File: config.mk
export PLATFORM = sky130hd
export DESIGN_NAME = dvc_capability_regs
export DESIGN_NICKNAME = d
export VERILOG_FILES = /design/src/dvc_capability_regs.v /design/src/dvc_lock_reg.v /design/src/dvc_role_latch.v
export VERILOG_INCLUDE_DIRS = /design/src
export SDC_FILE = /design/constraint.sdc
export NUM_CORES = 1
export LEC_CHECK = 0
export ABC_CLOCK_PERIOD_IN_PS = 3900
export BUFFER_PORTS_ARGS = -buffer_cell sky130_fd_sc_hd__buf_4
export CAP_MARGIN = 20
export CORE_MARGIN = 2
export CORE_UTILIZATION = 55
export DETAILED_ROUTE_END_ITERATION = 7
export PLACE_DENSITY = 0.84
export SYNTH_ARGS = -nofsm -noshare
export SYNTH_HDL_FRONTEND = slang
export SYNTH_SLANG_ARGS = --single-unit
File: constraint.sdc
create_clock -name aclk -period 3.9 [get_ports aclk]
set_input_delay 0.78 -clock aclk [delete_from_list [all_inputs] [get_ports aclk]]
set_output_delay 0.78 -clock aclk [all_outputs]
set_load 0.02 [all_outputs]
File: src/dvc_regs.vh
// register map constants for the serial number and channel capability bank
`ifndef DVC_REGS_VH
`define DVC_REGS_VH
`define DVC_SN_LOW_OFS 12'h184
`define DVC_SN_HIGH_OFS 12'h188
`define DVC_VC_HDR_OFS 12'h200
`define DVC_VC_CAP1_OFS 12'h204
`define DVC_VC_CAP2_OFS 12'h208
`define DVC_LOCK_CTL_OFS 12'h300
`define DVC_SN_RST 32'h00000000
`define DVC_CAP_ID 32'h00000002
`define DVC_CAP_VER 32'h00000001
`define DVC_NEXT_PTR_RST 12'h000
`define DVC_EXTRA_CNT 32'h00000000
`define DVC_LP_CNT 32'h00000000
`define DVC_TIME_BASE 32'h00000000
`define DVC_ENTRY_1BIT 32'h00000000
`define DVC_ENTRY_2BIT 32'h00000001
`define DVC_ENTRY_4BIT 32'h00000002
`define DVC_ENTRY_8BIT 32'h00000003
`define DVC_ARB_CAP 32'h00000000
`define DVC_TBL_OFS 32'h00000000
`define DVC_CAP_ID_LSB 5'h00
`define DVC_CAP_VER_LSB 5'h10
`define DVC_NEXT_PTR_LSB 5'h14
`define DVC_EXTRA_CNT_LSB 5'h00
`define DVC_LP_CNT_LSB 5'h04
`define DVC_TIME_BASE_LSB 5'h08
`define DVC_ENTRY_LSB 5'h0A
`define DVC_ARB_CAP_LSB 5'h00
`define DVC_TBL_OFS_LSB 5'h18
`define DVC_UNLOCK_BIT 0
`define DVC_LOCK_RST 1'b0
`define DVC_RESP_OKAY 2'h0
`define DVC_RESP_DECERR 2'h3
`endif

File: src/dvc_capability_regs.v
// axi4-lite register bank: serial number and channel capability words
//
// Design decision made here: the AXI4-Lite slave port.
`timescale 1ns/100ps
`default_nettype none
`include "dvc_regs.vh"
module dvc_capability_regs #(
  parameter AW = 12
) (
  input  wire          aclk,
  input  wire          aresetn,
  input  wire          cold_resetn,
  input  wire          upstream_strap,
  input  wire [AW-1:0] s_axi_awaddr,
  input  wire [2:0]    s_axi_awprot,
  input  wire          s_axi_awvalid,
  output reg           s_axi_awready,
  input  wire [31:0]   s_axi_wdata,
  input  wire [3:0]    s_axi_wstrb,
  input  wire          s_axi_wvalid,
  output reg           s_axi_wready,
  output reg  [1:0]    s_axi_bresp,
  output reg           s_axi_bvalid,
  input  wire          s_axi_bready,
  input  wire [AW-1:0] s_axi_araddr,
  input  wire [2:0]    s_axi_arprot,
  input  wire          s_axi_arvalid,
  output reg           s_axi_arready,
  output reg  [31:0]   s_axi_rdata,
  output reg  [1:0]    s_axi_rresp,
  output reg           s_axi_rvalid,
  input  wire          s_axi_rready,
  output wire [63:0]   unique_id,
  output reg           unlocked
);
  // write side states
  localparam [1:0] W_COLLECT = 2'b01;
  localparam [1:0] W_RESP    = 2'b10;
  // read side states
  localparam [1:0] R_IDLE    = 2'b01;
  localparam [1:0] R_DATA    = 2'b10;

  reg  [1:0]    wstate;
  reg  [1:0]    next_wstate;
  reg  [1:0]    rstate;
  reg  [1:0]    next_rstate;
  reg           aw_held;
  reg           next_aw_held;
  reg  [AW-1:0] aw_addr;
  reg  [AW-1:0] next_aw_addr;
  reg           w_held;
  reg           next_w_held;
  reg  [31:0]   w_data;
  reg  [31:0]   next_w_data;
  reg  [3:0]    w_strb;
  reg  [3:0]    next_w_strb;
  reg           next_awready;
  reg           next_wready;
  reg           next_bvalid;
  reg  [1:0]    next_bresp;
  reg           next_arready;
  reg           next_rvalid;
  reg  [31:0]   next_rdata;
  reg  [1:0]    next_rresp;
  reg           next_unlocked;
  wire          commit;
  wire          wr_sn_low;
  wire          wr_sn_high;
  wire          wr_vc_hdr;
  wire          wr_lock;
  wire [31:0]   wmask;
  wire [31:0]   sn_low;
  wire [31:0]   sn_high;
  wire [11:0]   next_ptr;
  wire          is_upstream;

  // byte strobes widened to a bit mask
  function [31:0] strb_mask;
    input [3:0] strb;
    begin
      strb_mask = {{8{strb[3]}}, {8{strb[2]}}, {8{strb[1]}}, {8{strb[0]}}};
    end
  endfunction

  // places a field value at its bit position
  function [31:0] put_field;
    input [31:0] val;
    input [4:0]  lsb;
    begin
      put_field = val << lsb;
    end
  endfunction

  // true when the word offset belongs to this bank
  function addr_hit;
    input [AW-1:0] a;
    begin
      case (a[11:2])
        `DVC_SN_LOW_OFS >> 2:   addr_hit = 1'b1;
        `DVC_SN_HIGH_OFS >> 2:  addr_hit = 1'b1;
        `DVC_VC_HDR_OFS >> 2:   addr_hit = 1'b1;
        `DVC_VC_CAP1_OFS >> 2:  addr_hit = 1'b1;
        `DVC_VC_CAP2_OFS >> 2:  addr_hit = 1'b1;
        `DVC_LOCK_CTL_OFS >> 2: addr_hit = 1'b1;
        default:                addr_hit = 1'b0;
      endcase
    end
  endfunction

  // true when the aligned word offset matches a register offset
  function word_is;
    input [AW-1:0] a;
    input [11:0]   ofs;
    begin
      word_is = (a[11:2] == ofs[11:2]);
    end
  endfunction

  // read data assembly; unlisted bits stay zero
  function [31:0] read_word;
    input [AW-1:0] a;
    input [31:0]   lo;
    input [31:0]   hi;
    input [11:0]   nptr;
    input          up;
    input          unl;
    begin
      read_word = 32'h00000000;
      case (a[11:2])
        `DVC_SN_LOW_OFS >> 2: begin
          read_word = lo;
        end
        `DVC_SN_HIGH_OFS >> 2: begin
          read_word = hi;
        end
        `DVC_VC_HDR_OFS >> 2: begin
          read_word = put_field(`DVC_CAP_ID, `DVC_CAP_ID_LSB)
                    | put_field(`DVC_CAP_VER, `DVC_CAP_VER_LSB)
                    | put_field({20'h00000, nptr}, `DVC_NEXT_PTR_LSB);
        end
        `DVC_VC_CAP1_OFS >> 2: begin
          read_word = put_field(`DVC_EXTRA_CNT, `DVC_EXTRA_CNT_LSB)
                    | put_field(`DVC_LP_CNT, `DVC_LP_CNT_LSB)
                    | put_field(`DVC_TIME_BASE, `DVC_TIME_BASE_LSB)
                    | put_field(up ? `DVC_ENTRY_4BIT : `DVC_ENTRY_1BIT,
                                `DVC_ENTRY_LSB);
        end
        `DVC_VC_CAP2_OFS >> 2: begin
          read_word = put_field(`DVC_ARB_CAP, `DVC_ARB_CAP_LSB)
                    | put_field(`DVC_TBL_OFS, `DVC_TBL_OFS_LSB);
        end
        `DVC_LOCK_CTL_OFS >> 2: begin
          read_word = {31'h00000000, unl};
        end
        default: begin
          read_word = 32'h00000000;
        end
      endcase
    end
  endfunction

  // write commits once address and data are both held
  assign commit     = aw_held & w_held & ~s_axi_bvalid;
  assign wmask      = strb_mask(w_strb);
  assign wr_sn_low  = commit & word_is(aw_addr, `DVC_SN_LOW_OFS);
  assign wr_sn_high = commit & word_is(aw_addr, `DVC_SN_HIGH_OFS);
  assign wr_vc_hdr  = commit & word_is(aw_addr, `DVC_VC_HDR_OFS);
  assign wr_lock    = commit & word_is(aw_addr, `DVC_LOCK_CTL_OFS);
  assign unique_id  = {sn_high, sn_low};

  // port role strap, caught after reset release
  dvc_role_latch u_role (
    .aclk        (aclk),
    .aresetn     (aresetn),
    .strap       (upstream_strap),
    .is_upstream (is_upstream)
  );

  // serial number low half, cleared only by cold reset
  dvc_lock_reg #(
    .W   (32),
    .RST (`DVC_SN_RST)
  ) u_sn_low (
    .aclk     (aclk),
    .rst_n    (cold_resetn),
    .wr_en    (wr_sn_low),
    .unlocked (unlocked),
    .wdata    (w_data),
    .wmask    (wmask),
    .q        (sn_low)
  );

  // serial number high half, cleared only by cold reset
  dvc_lock_reg #(
    .W   (32),
    .RST (`DVC_SN_RST)
  ) u_sn_high (
    .aclk     (aclk),
    .rst_n    (cold_resetn),
    .wr_en    (wr_sn_high),
    .unlocked (unlocked),
    .wdata    (w_data),
    .wmask    (wmask),
    .q        (sn_high)
  );

  // next capability pointer, ordinary reset
  dvc_lock_reg #(
    .W   (12),
    .RST (`DVC_NEXT_PTR_RST)
  ) u_next_ptr (
    .aclk     (aclk),
    .rst_n    (aresetn),
    .wr_en    (wr_vc_hdr),
    .unlocked (unlocked),
    .wdata    (w_data[31:20]),
    .wmask    (wmask[31:20]),
    .q        (next_ptr)
  );

  // write channel next state
  always @* begin
    next_wstate  = wstate;
    next_aw_held = aw_held;
    next_aw_addr = aw_addr;
    next_w_held  = w_held;
    next_w_data  = w_data;
    next_w_strb  = w_strb;
    next_bvalid  = s_axi_bvalid;
    next_bresp   = s_axi_bresp;
    next_unlocked = unlocked;
    if (s_axi_awvalid && s_axi_awready) begin
      next_aw_held = 1'b1;
      next_aw_addr = s_axi_awaddr;
    end
    if (s_axi_wvalid && s_axi_wready) begin
      next_w_held = 1'b1;
      next_w_data = s_axi_wdata;
      next_w_strb = s_axi_wstrb;
    end
    case (wstate)
      W_COLLECT: begin
        if (commit) begin
          next_aw_held = 1'b0;
          next_w_held  = 1'b0;
          next_bvalid  = 1'b1;
          next_bresp   = addr_hit(aw_addr) ? `DVC_RESP_OKAY : `DVC_RESP_DECERR;
          next_wstate  = W_RESP;
          if (wr_lock && w_strb[0]) begin
            next_unlocked = w_data[`DVC_UNLOCK_BIT];
          end
        end
      end
      W_RESP: begin
        if (s_axi_bready) begin
          next_bvalid = 1'b0;
          next_wstate = W_COLLECT;
        end
      end
      default: begin
        next_wstate = W_COLLECT;
        next_bvalid = 1'b0;
      end
    endcase
    next_awready = ~next_aw_held & ~next_bvalid;
    next_wready  = ~next_w_held & ~next_bvalid;
  end

  // read channel next state
  always @* begin
    next_rstate  = rstate;
    next_arready = s_axi_arready;
    next_rvalid  = s_axi_rvalid;
    next_rdata   = s_axi_rdata;
    next_rresp   = s_axi_rresp;
    case (rstate)
      R_IDLE: begin
        if (s_axi_arvalid && s_axi_arready) begin
          next_rdata   = read_word(s_axi_araddr, sn_low, sn_high, next_ptr,
                                   is_upstream, unlocked);
          next_rresp   = addr_hit(s_axi_araddr) ? `DVC_RESP_OKAY : `DVC_RESP_DECERR;
          next_rvalid  = 1'b1;
          next_arready = 1'b0;
          next_rstate  = R_DATA;
        end
      end
      R_DATA: begin
        if (s_axi_rready) begin
          next_rvalid  = 1'b0;
          next_arready = 1'b1;
          next_rstate  = R_IDLE;
        end
      end
      default: begin
        next_rstate  = R_IDLE;
        next_rvalid  = 1'b0;
        next_arready = 1'b1;
      end
    endcase
  end

  // write channel registers
  always @(posedge aclk) begin
    if (!aresetn) begin
      wstate        <= W_COLLECT;
      aw_held       <= 1'b0;
      aw_addr       <= {AW{1'b0}};
      w_held        <= 1'b0;
      w_data        <= 32'h00000000;
      w_strb        <= 4'h0;
      s_axi_awready <= 1'b1;
      s_axi_wready  <= 1'b1;
      s_axi_bvalid  <= 1'b0;
      s_axi_bresp   <= `DVC_RESP_OKAY;
      unlocked      <= `DVC_LOCK_RST;
    end else begin
      wstate        <= next_wstate;
      aw_held       <= next_aw_held;
      aw_addr       <= next_aw_addr;
      w_held        <= next_w_held;
      w_data        <= next_w_data;
      w_strb        <= next_w_strb;
      s_axi_awready <= next_awready;
      s_axi_wready  <= next_wready;
      s_axi_bvalid  <= next_bvalid;
      s_axi_bresp   <= next_bresp;
      unlocked      <= next_unlocked;
    end
  end

  // read channel registers
  always @(posedge aclk) begin
    if (!aresetn) begin
      rstate        <= R_IDLE;
      s_axi_arready <= 1'b1;
      s_axi_rvalid  <= 1'b0;
      s_axi_rdata   <= 32'h00000000;
      s_axi_rresp   <= `DVC_RESP_OKAY;
    end else begin
      rstate        <= next_rstate;
      s_axi_arready <= next_arready;
      s_axi_rvalid  <= next_rvalid;
      s_axi_rdata   <= next_rdata;
      s_axi_rresp   <= next_rresp;
    end
  end
endmodule
`default_nettype wire

File: src/dvc_lock_reg.v
// lock-writable register with bit mask and its own reset
`timescale 1ns/100ps
`default_nettype none
module dvc_lock_reg #(
  parameter       W   = 32,
  parameter [W-1:0] RST = {W{1'b0}}
) (
  input  wire         aclk,
  input  wire         rst_n,
  input  wire         wr_en,
  input  wire         unlocked,
  input  wire [W-1:0] wdata,
  input  wire [W-1:0] wmask,
  output reg  [W-1:0] q
);
  // masked update, only while unlocked
  always @(posedge aclk) begin
    if (!rst_n) begin
      q <= RST;
    end else if (wr_en && unlocked) begin
      q <= (q & ~wmask) | (wdata & wmask);
    end
  end
endmodule
`default_nettype wire

File: src/dvc_role_latch.v
// captures the port role strap on the first clock after reset release
`timescale 1ns/100ps
`default_nettype none
module dvc_role_latch (
  input  wire aclk,
  input  wire aresetn,
  input  wire strap,
  output reg  is_upstream
);
  reg armed;

  // sample once, then hold until the next reset
  always @(posedge aclk) begin
    if (!aresetn) begin
      armed       <= 1'b1;
      is_upstream <= 1'b0;
    end else if (armed) begin
      armed       <= 1'b0;
      is_upstream <= strap;
    end
  end
endmodule
`default_nettype wire
# Word-level counts from Yosys, hierarchy flattened
# Index checks and enable logic that the tools add are counted.
# word_totals
reg_bits	174
input_bits	75
out_inout_bits	106
elab_cells	109
# op_classes
eq_ne	20
n_mux	32
bitwise	22
reduce_logical	14
# op_table
cell	count
$pmux 32 s5	1
$and 32x32->32	3
$eq 10x8->1 const B	8
$or 32x32->32	2
$eq 10x7->1 const B	4
$not 32->32	1
$and 12x12->12	2
$mux 1	19
$mux 2	7
$not 12->12	1
$or 12x12->12	1
$reduce_or 6->1	2
$and 1x1->1	8
$ne 2x2->1 const B	4
$pmux 2 s2	2
$reduce_and 2->1	4
$logic_and 1x1->1	7
$pmux 1 s2	3
$eq 2x1->1 const B	2
$eq 2x2->1 const B	2
$not 1->1	4
$reduce_and 3->1	1

# Depth between registers and ports, before layout
# Gate-level depths: netlist of the first run.
# depth
word_depth	6
depth_mapped	8

# Cells and area by module
# Synthesis of the first run repeated with hierarchy kept, for this count alone.
# unflattened
hier_cells	881
hier_area_um2	7243.2
# modules_own_cells
mod	instances	cells_each	area_each_um2	seq_area_each_um2
dvc_capability_regs	1	466	3784.9	1801.7
dvc_lock_reg at u_sn_high ...	2	173	1426.4	640.6
dvc_lock_reg at u_next_ptr	1	64	548.0	240.2
dvc_role_latch	1	5	57.6	40.0

# Least setup slack after synthesis of the first run
# No wires, ideal clock.
# synth_timing
path_type	input -> register
start	input s_axi_araddr[6]
end	register s_axi_rdata[10]
setup_ns	0.069
arrival_time_ns	2.152
t_required_ns	3.831
setup_slack_ns	1.679
path_stages	6
path_cell_list	or3_4 > or3_4 > nor2_2 > o2111ai_4 > buf_6 > o21ai_1
# synth_between
elab_chain_len	2
word_cells_on_any_way	6
cone_classes	5 x eq/ne; 1 x mux
# synth_lines
item	line_no	text
start: declaration	dvc_capability_regs.v:25	input wire [AW-1:0] s_axi_araddr,
$eq 10x8->1 (tied with other cells)	dvc_capability_regs.v:129	case (a[11:2])
$pmux 32 s5 *	dvc_capability_regs.v:129	
end signal: assignment	dvc_capability_regs.v:343	s_axi_rdata <= next_rdata;
end: declaration	dvc_capability_regs.v:29	output reg [31:0] s_axi_rdata,
# Mark *: on every way between the ends. The rest lies on a longest branch, timed or not.
# A chain may end at the register's enable or synchronous reset.

# Worst setup path after layout of the first run
# layout_timing
start	input s_axi_araddr[6]
end	register s_axi_rdata[29]
# The elaborated chain is that of the path after synthesis.

==> impl_results.md, run 1 <==
- Clock Sinks: 168
- # hold bufs at CTS: 0
- Layout area overhead: 28.6%
- H-tree depth: 4
- Mapped Nets: 773
- Synth top area share: 0.498
- GRT Util Overall: 0.277
- Crit Path Category: input port to register
- Full die area: 13200 µm²
- Most frequent cells in the layout: buf_4, dfxtp_1, nand2_1
- # diodes: 0
- Worst-Skew Late Latency: 410 ps
- Chip Height: 115 µm
- Register area share after synthesis: 0.498
- Worst-Margin Slew: 977 ps
- Via count: 5793
- Worst setup SP type: input port
- First-pass GRT wire length: 28600 µm
- Post-synth top area cell: dfxtp_1
- Initial core utilization: 0.562
- Crit path DAT: 2740 ps
- Routed Antenna Nets: 0
- Final Hold Vio Count: 0
- RSZ-0062 raised after global routing: false
- Status: complete, no violations
- Num rows: 40
- Gpl congestion: 0.816
- Total core area: 12000 µm²
- P_sw: 0.875 mW
- CP peak stage delay: 840 ps
- Top cells by area, synth: dfxtp_1, mux2i_1, nor2b_1
- Clock root cell: clkbuf_16
- Ports: 181
- Seq pwr share: 0.462
- Fraction of registers with async set/reset: 0
- Worst path slowest cell: nor4b_4
- # Post-CTS Setup Buffers: 0
- VDD IR max: 0.000270 V
- Setup Total Neg Slack: 0 ps
- Layout cells sized above 1: 0.270
- Worst path cell trace: buf_4, or3_4, nor3_2, nor4b_4, o2bb2ai_1, a22o_1
- Fmax: 0.419 GHz
- Final #Nets: 924
- Place WS: 1150 ps
- Die W: 115 µm
- Post-synth EDFFs: 0
- Kind of end point of the critical path: register
- Avg WL per Cell: 18.2 µm
- Clk slew on worst S/H paths: 60 ps
- Required time worst endpoint: 4250 ps
- P_int: 3.03 mW
- Worst clock skew: 9.79 ps
- HP Class: register to register
- Mean Syn Cell Area: 9.70 µm²
- Buffer depth of the longest clock path: 2
- Pwr Density: 450 nW/µm²
- Final setup vio count: 0
- Max-slew violation count: 0
- Crit path time final: 2390 ps
- Remaining global-route overflow: 0
- Vias per inst: 5.76
- Clock buffer count from CTS: 17
- Library cells used by synthesis: 55
- Ys flop type: dfxtp_1
- Post-CTS sizing: 0
- Max Cap Viol: 0
- Most common cell after layout, fill and taps aside: buf_4
- CTS tree: yes
- Final worst slack: 1510 ps
- DRC viols: 0
- Detailed Route Iter0 Violations: 443
- Synthesized area: 6750 µm²
- Vias in the first global route: 5761
- Switching share of power: 0.224
- Drt total wl: 18300 µm
- Synthesis warning total: 0
- CP Max Fanout: 14
- Post-DP HPWL: 12300 µm
- Leakage: 4.03 nW
- Pre-antenna DRT Iters: 6
- Fin crit share: 0.613
- Comb pwr share: 0.070
- Initial antenna violation count: 0
- Clock share of power: 0.468
- Post-synthesis register bit count: 168
- Max-slew headroom: 0.346
- Largest net degree at the start of global routing: 66
- Synth Instances: 696
- Port buffer count: 170
-- cell usage after synthesis, types with 6 or more instances --
| library cell | count |
|---|---|
| nand2_1 | 117 |
| buf_2 | 7 |
| a21oi_1 | 49 |
| nor2_1 | 25 |
| mux2i_1 | 81 |
| dfxtp_1 | 168 |
| nor2b_1 | 72 |
| o2bb2ai_1 | 12 |
| o21ai_1 | 8 |
| a22o_1 | 14 |
| a22oi_1 | 30 |
| nand4_2 | 8 |
| clkbuf_1 | 25 |
| o21ai_0 | 9 |
| nor3_1 | 6 |
-- critical path: cells and delay by family --
family / cells / cell delay, ps
buffers and inverters: 1 / 120
AOI/OAI and AO/OA: 2 / 360
and+or+nand+nor: 3 / 1480
-- path summary, 6_finish.rpt --
path,startpoint,end,slack [ps],cells after the start
worst min register to register,aw_addr[5]$_SDFFE_PN0P_,aw_addr[5]$_SDFFE_PN0P_,460,2
worst min-delay path,aw_addr[5]$_SDFFE_PN0P_,aw_addr[5]$_SDFFE_PN0P_,460,2
worst max register to register,s_axi_bvalid$_SDFF_PN0_,register,1550,5
worst max-delay path,s_axi_araddr[6],s_axi_rdata[29]$_SDFFE_PN0P_,1510,6
-- stage by stage --
step                      power [mW]  utilization  cells  cell area (µm²)  hold slack [ps]
after global routing            4.02        0.723   1006             8690              476
after floorplan                 1.99            -    696             6750              436
after CTS                       3.91        0.723   1006             8690              455
after global placement          2.10        0.670    975             8050              439
after detailed placement        2.11        0.670    975             8050              445
final                           3.91        0.723   1006             8690              456
-- cell families after synthesis --
group / synth area share
buffers and inverters: 0.0356
adders and majority gates: 0.00371
AOI/OAI and AO/OA: 0.137
and+or+nand+nor: 0.205
DFF: 0.498
muxes: 0.120
-- layout make-up --
class | instances | area [µm²]
clock buffer | 20 | 447
clock inverter | 11 | 194
fill | 908 | 3330
inverter | 4 | 15.0
multi-input combinational | 480 | 3160
sequential | 168 | 3360
tap | 147 | 184
timing repair buffer | 176 | 1320
-- layer usage --
layer  up-vias  share of wire  GRT usage
met5         -              0          0
met2       238           0.49      0.472
met3        25          0.078     0.0801
met4         0          0.017     0.0964
met1      2810           0.42      0.335
li1       2720              -          -
-- power groups by stage --
stage               Clock [mW]  Combinational, mW  Sequential (mW)
global placement             0              0.262             1.84
detailed placement           0              0.271             1.84
CTS                       1.83              0.274             1.80
finish                    1.83              0.275             1.80
global route              1.91              0.299             1.81
floorplan                    0              0.153             1.84
No activity file was read; power rests on OpenSTA's default activity.
==> run 2: changes to the inputs <==
--- a/config.mk
+++ b/config.mk
@@ -6,13 +6,13 @@
 export SDC_FILE = /design/constraint.sdc
 export NUM_CORES = 1
 export LEC_CHECK = 0
-export ABC_CLOCK_PERIOD_IN_PS = 3900
+export ABC_CLOCK_PERIOD_IN_PS = 1910
 export BUFFER_PORTS_ARGS = -buffer_cell sky130_fd_sc_hd__buf_4
 export CAP_MARGIN = 20
 export CORE_MARGIN = 2
-export CORE_UTILIZATION = 55
+export CORE_UTILIZATION = 47
 export DETAILED_ROUTE_END_ITERATION = 7
-export PLACE_DENSITY = 0.84
+export PLACE_DENSITY = 0.76
 export SYNTH_ARGS = -nofsm -noshare
 export SYNTH_HDL_FRONTEND = slang
 export SYNTH_SLANG_ARGS = --single-unit
==> constraint.sdc (replaced) <==
create_clock -name aclk -period 1.91 [get_ports aclk]
set_input_delay 0.382 -clock aclk [delete_from_list [all_inputs] [get_ports aclk]]
set_output_delay 0.382 -clock aclk [all_outputs]
set_load 0.02 [all_outputs]
==> impl_results.md, run 2 (synthesis results as in run 1) <==
- Port buffer count: 170 (unchanged)
- Fmax: 0.562 GHz
- Dpl cells: 1036 (+6.3%)
- Worst-Skew Late Latency: 420 ps (about the same)
- Layout area overhead: 31.6%
- Required time worst endpoint: 2210 ps (-2040 ps)
- CP peak stage delay: 310 ps (-530 ps)
- VDD IR max: 0.000547 V (+100%)
- Via count: 5703 (-1.6%)
- Pwr Density: 819 nW/µm² (+82%)
- Initial core utilization: 0.485 (-0.0776)
- Design Power: 7.28 mW (+86%)
- HP Class: input port to register
- Chip Height: 124 µm (+7.9%)
- Crit path DAT: 2080 ps (-660 ps)
- Avg WL per Cell: 17.3 µm (-4.6%)
- CTS tree: yes
- Drt total wl: 18500 µm (+1.4%)
- Layout cells sized above 1: 0.290 (+0.0201)
- Pre-antenna DRT Iters: 4 (-2)
- Gpl congestion: 0.853 (+4.5%)
- Fin Hold WS: 203 ps (-252 ps)
- Worst path cell trace: nor3_2, and4b_1, buf_4, nand4_2, buf_4, mux2i_1, nor2b_1
- Num rows: 43 (+7.5%)
- Worst-Margin Slew: 865 ps (-112 ps)
- Worst path bufs/invs: 2 (+1)
- Detailed Route Iter0 Violations: 298 (-33%)
- # diodes: 0 (unchanged)
- Fin crit share: 0.932
- Routed Antenna Nets: 0 (unchanged)
- CP Max Fanout: 10 (-4)
- Fin cells: 1069 (+6.3%)
- Clk slew on worst S/H paths: 60 ps (about the same)
- Kind of end point of the critical path: register
- Final setup vio count: 0 (unchanged)
- Final #Nets: 953 (+3.1%)
- Worst path slowest cell: dfxtp_1
- Post-DP HPWL: 13100 µm (+6.4%)
- Most Frequent Cell on Critical Path: buf_4
- Filler cells: 1161 (+28%)
- Ports: 181 (unchanged)
- Crit Path Category: register to register
- Max-slew headroom: 0.423 (+0.0765)
- Max-slew violation count: 0 (unchanged)
- Clock root cell: clkbuf_16
- RSZ-0062 raised after global routing: false
- Status: complete, no violations
- Vias in the first global route: 5766 (+0.087%)
- Leakage: 4.12 nW (+2.1%)
- First-pass GRT wire length: 28800 µm (+0.92%)
- Final Hold Vio Count: 0 (unchanged)
- Largest net degree at the start of global routing: 66 (unchanged)
- H-tree depth: 4 (unchanged)
- DRC viols: 0 (unchanged)
- Clock Sinks: 168 (unchanged)
- Full die area: 15300 µm² (+16%)
- Initial antenna violation count: 0 (unchanged)
- Clock buffer count from CTS: 17 (unchanged)
- Most common cell after layout, fill and taps aside: buf_4
- Max Cap Viol: 0 (unchanged)
- Most frequent cells in the layout: buf_4, dfxtp_1, nand2_1
- Die W: 124 µm (+7.9%)
- Remaining global-route overflow: 0 (unchanged)
- Worst setup SP type: register
- Crit path time final: 1780 ps
- Buffer depth of the longest clock path: 2 (unchanged)
- Vias per inst: 5.33 (-7.4%)
- Total core area: 13900 µm² (+16%)
- Critical path's top delay family: simple AND/OR/NAND/NOR gates
- GRT Util Overall: 0.245 (-0.0314)
- Worst clock skew: 9.56 ps (-0.228 ps)
run 2: cell count changes in the layout (fill, tap and decap cells not counted), sizes merged:
| cell | previous run | this run |
|---|---|---|
| clkinv | 3 | 2 |
| inv | 6 | 4 |
| clkbuf | 20 | 25 |
| bufinv | 5 | 0 |
| buf | 176 | 205 |
| clkinvlp | 1 | 5 |
run 2: area by class of cell:
class | instances | area [µm²] | area share
inverters | 4 | 15.0 | 0.00169
repair buffers | 205 | 1590 | 0.179
clock inverters | 7 | 47.5 | 0.00535
flip-flops and latches | 168 | 3360 | 0.378
well taps | 180 | 225 | 0.0253
clock buffers | 25 | 465 | 0.0524
multi-input cells | 480 | 3180 | 0.358
run 2: timing repair:
item                                   in CTS  in global routing
endpoints found under the hold margin       0                  0
hold buffers                                0                  0
resized for setup                           2                  1
pin swaps                                   0                  1
gates cloned                                0                  0
buffers inserted                            0                  1
setup endpoints to repair                  16                 59
run 2: through the flow:
step / area, µm² / worst slack, ps / TNS, ps / utilization
2_1_floorplan: 6750 / 87.0 / 0 / -
3_3_place_gp: 8350 / -86.9 / -1910 / 0.599
3_5_place_dp: 8350 / -161 / -3610 / 0.599
4_1_cts: 8880 / 2.01 / 0 / 0.637
5_1_grt: 8890 / 36.6 / 0 / 0.638
6_report: 8890 / 131 / 0 / 0.638
run 2: layer usage:
metal,GRT usage,vias to the layer above,part of all wire
li1,-,2777,-
met1,0.312,2738,0.42
met3,0.0495,18,0.063
met2,0.405,170,0.49
met4,0.104,0,0.018
met5,0,-,0
run 2: worst paths after layout:
kind / startpoint / end / slack [ps] / depth (start not counted)
max: aw_addr[6]$_SDFFE_PN0P_ / register / 130 / 7
min: upstream_strap / u_role.is_upstream$_SDFFE_PN0P_ / 200 / 3
max reg2reg: aw_addr[6]$_SDFFE_PN0P_ / register / 130 / 7
min reg2reg: s_axi_rdata[10]$_SDFFE_PN0P_ / s_axi_rdata[10]$_SDFFE_PN0P_ / 450 / 2
run 2: worst reg2reg max path: stages, from the launching register on:
cell     delay [ps]
dfxtp_1         310
nor3_2          270
and4b_1         240
buf_4           220
nand4_2         120
buf_4           220
mux2i_1         210
nor2b_1          80
run 2: where the power goes:
| part | internal (mW) | switching (mW) | leakage (nW) |
|---|---|---|---|
| combinational | 0.256 | 0.333 | 2.52 |
| sequential | 3.60 | 0.0859 | 1.36 |
| clock | 1.69 | 1.31 | 0.234 |
| total | 5.55 | 1.73 | 4.12 |
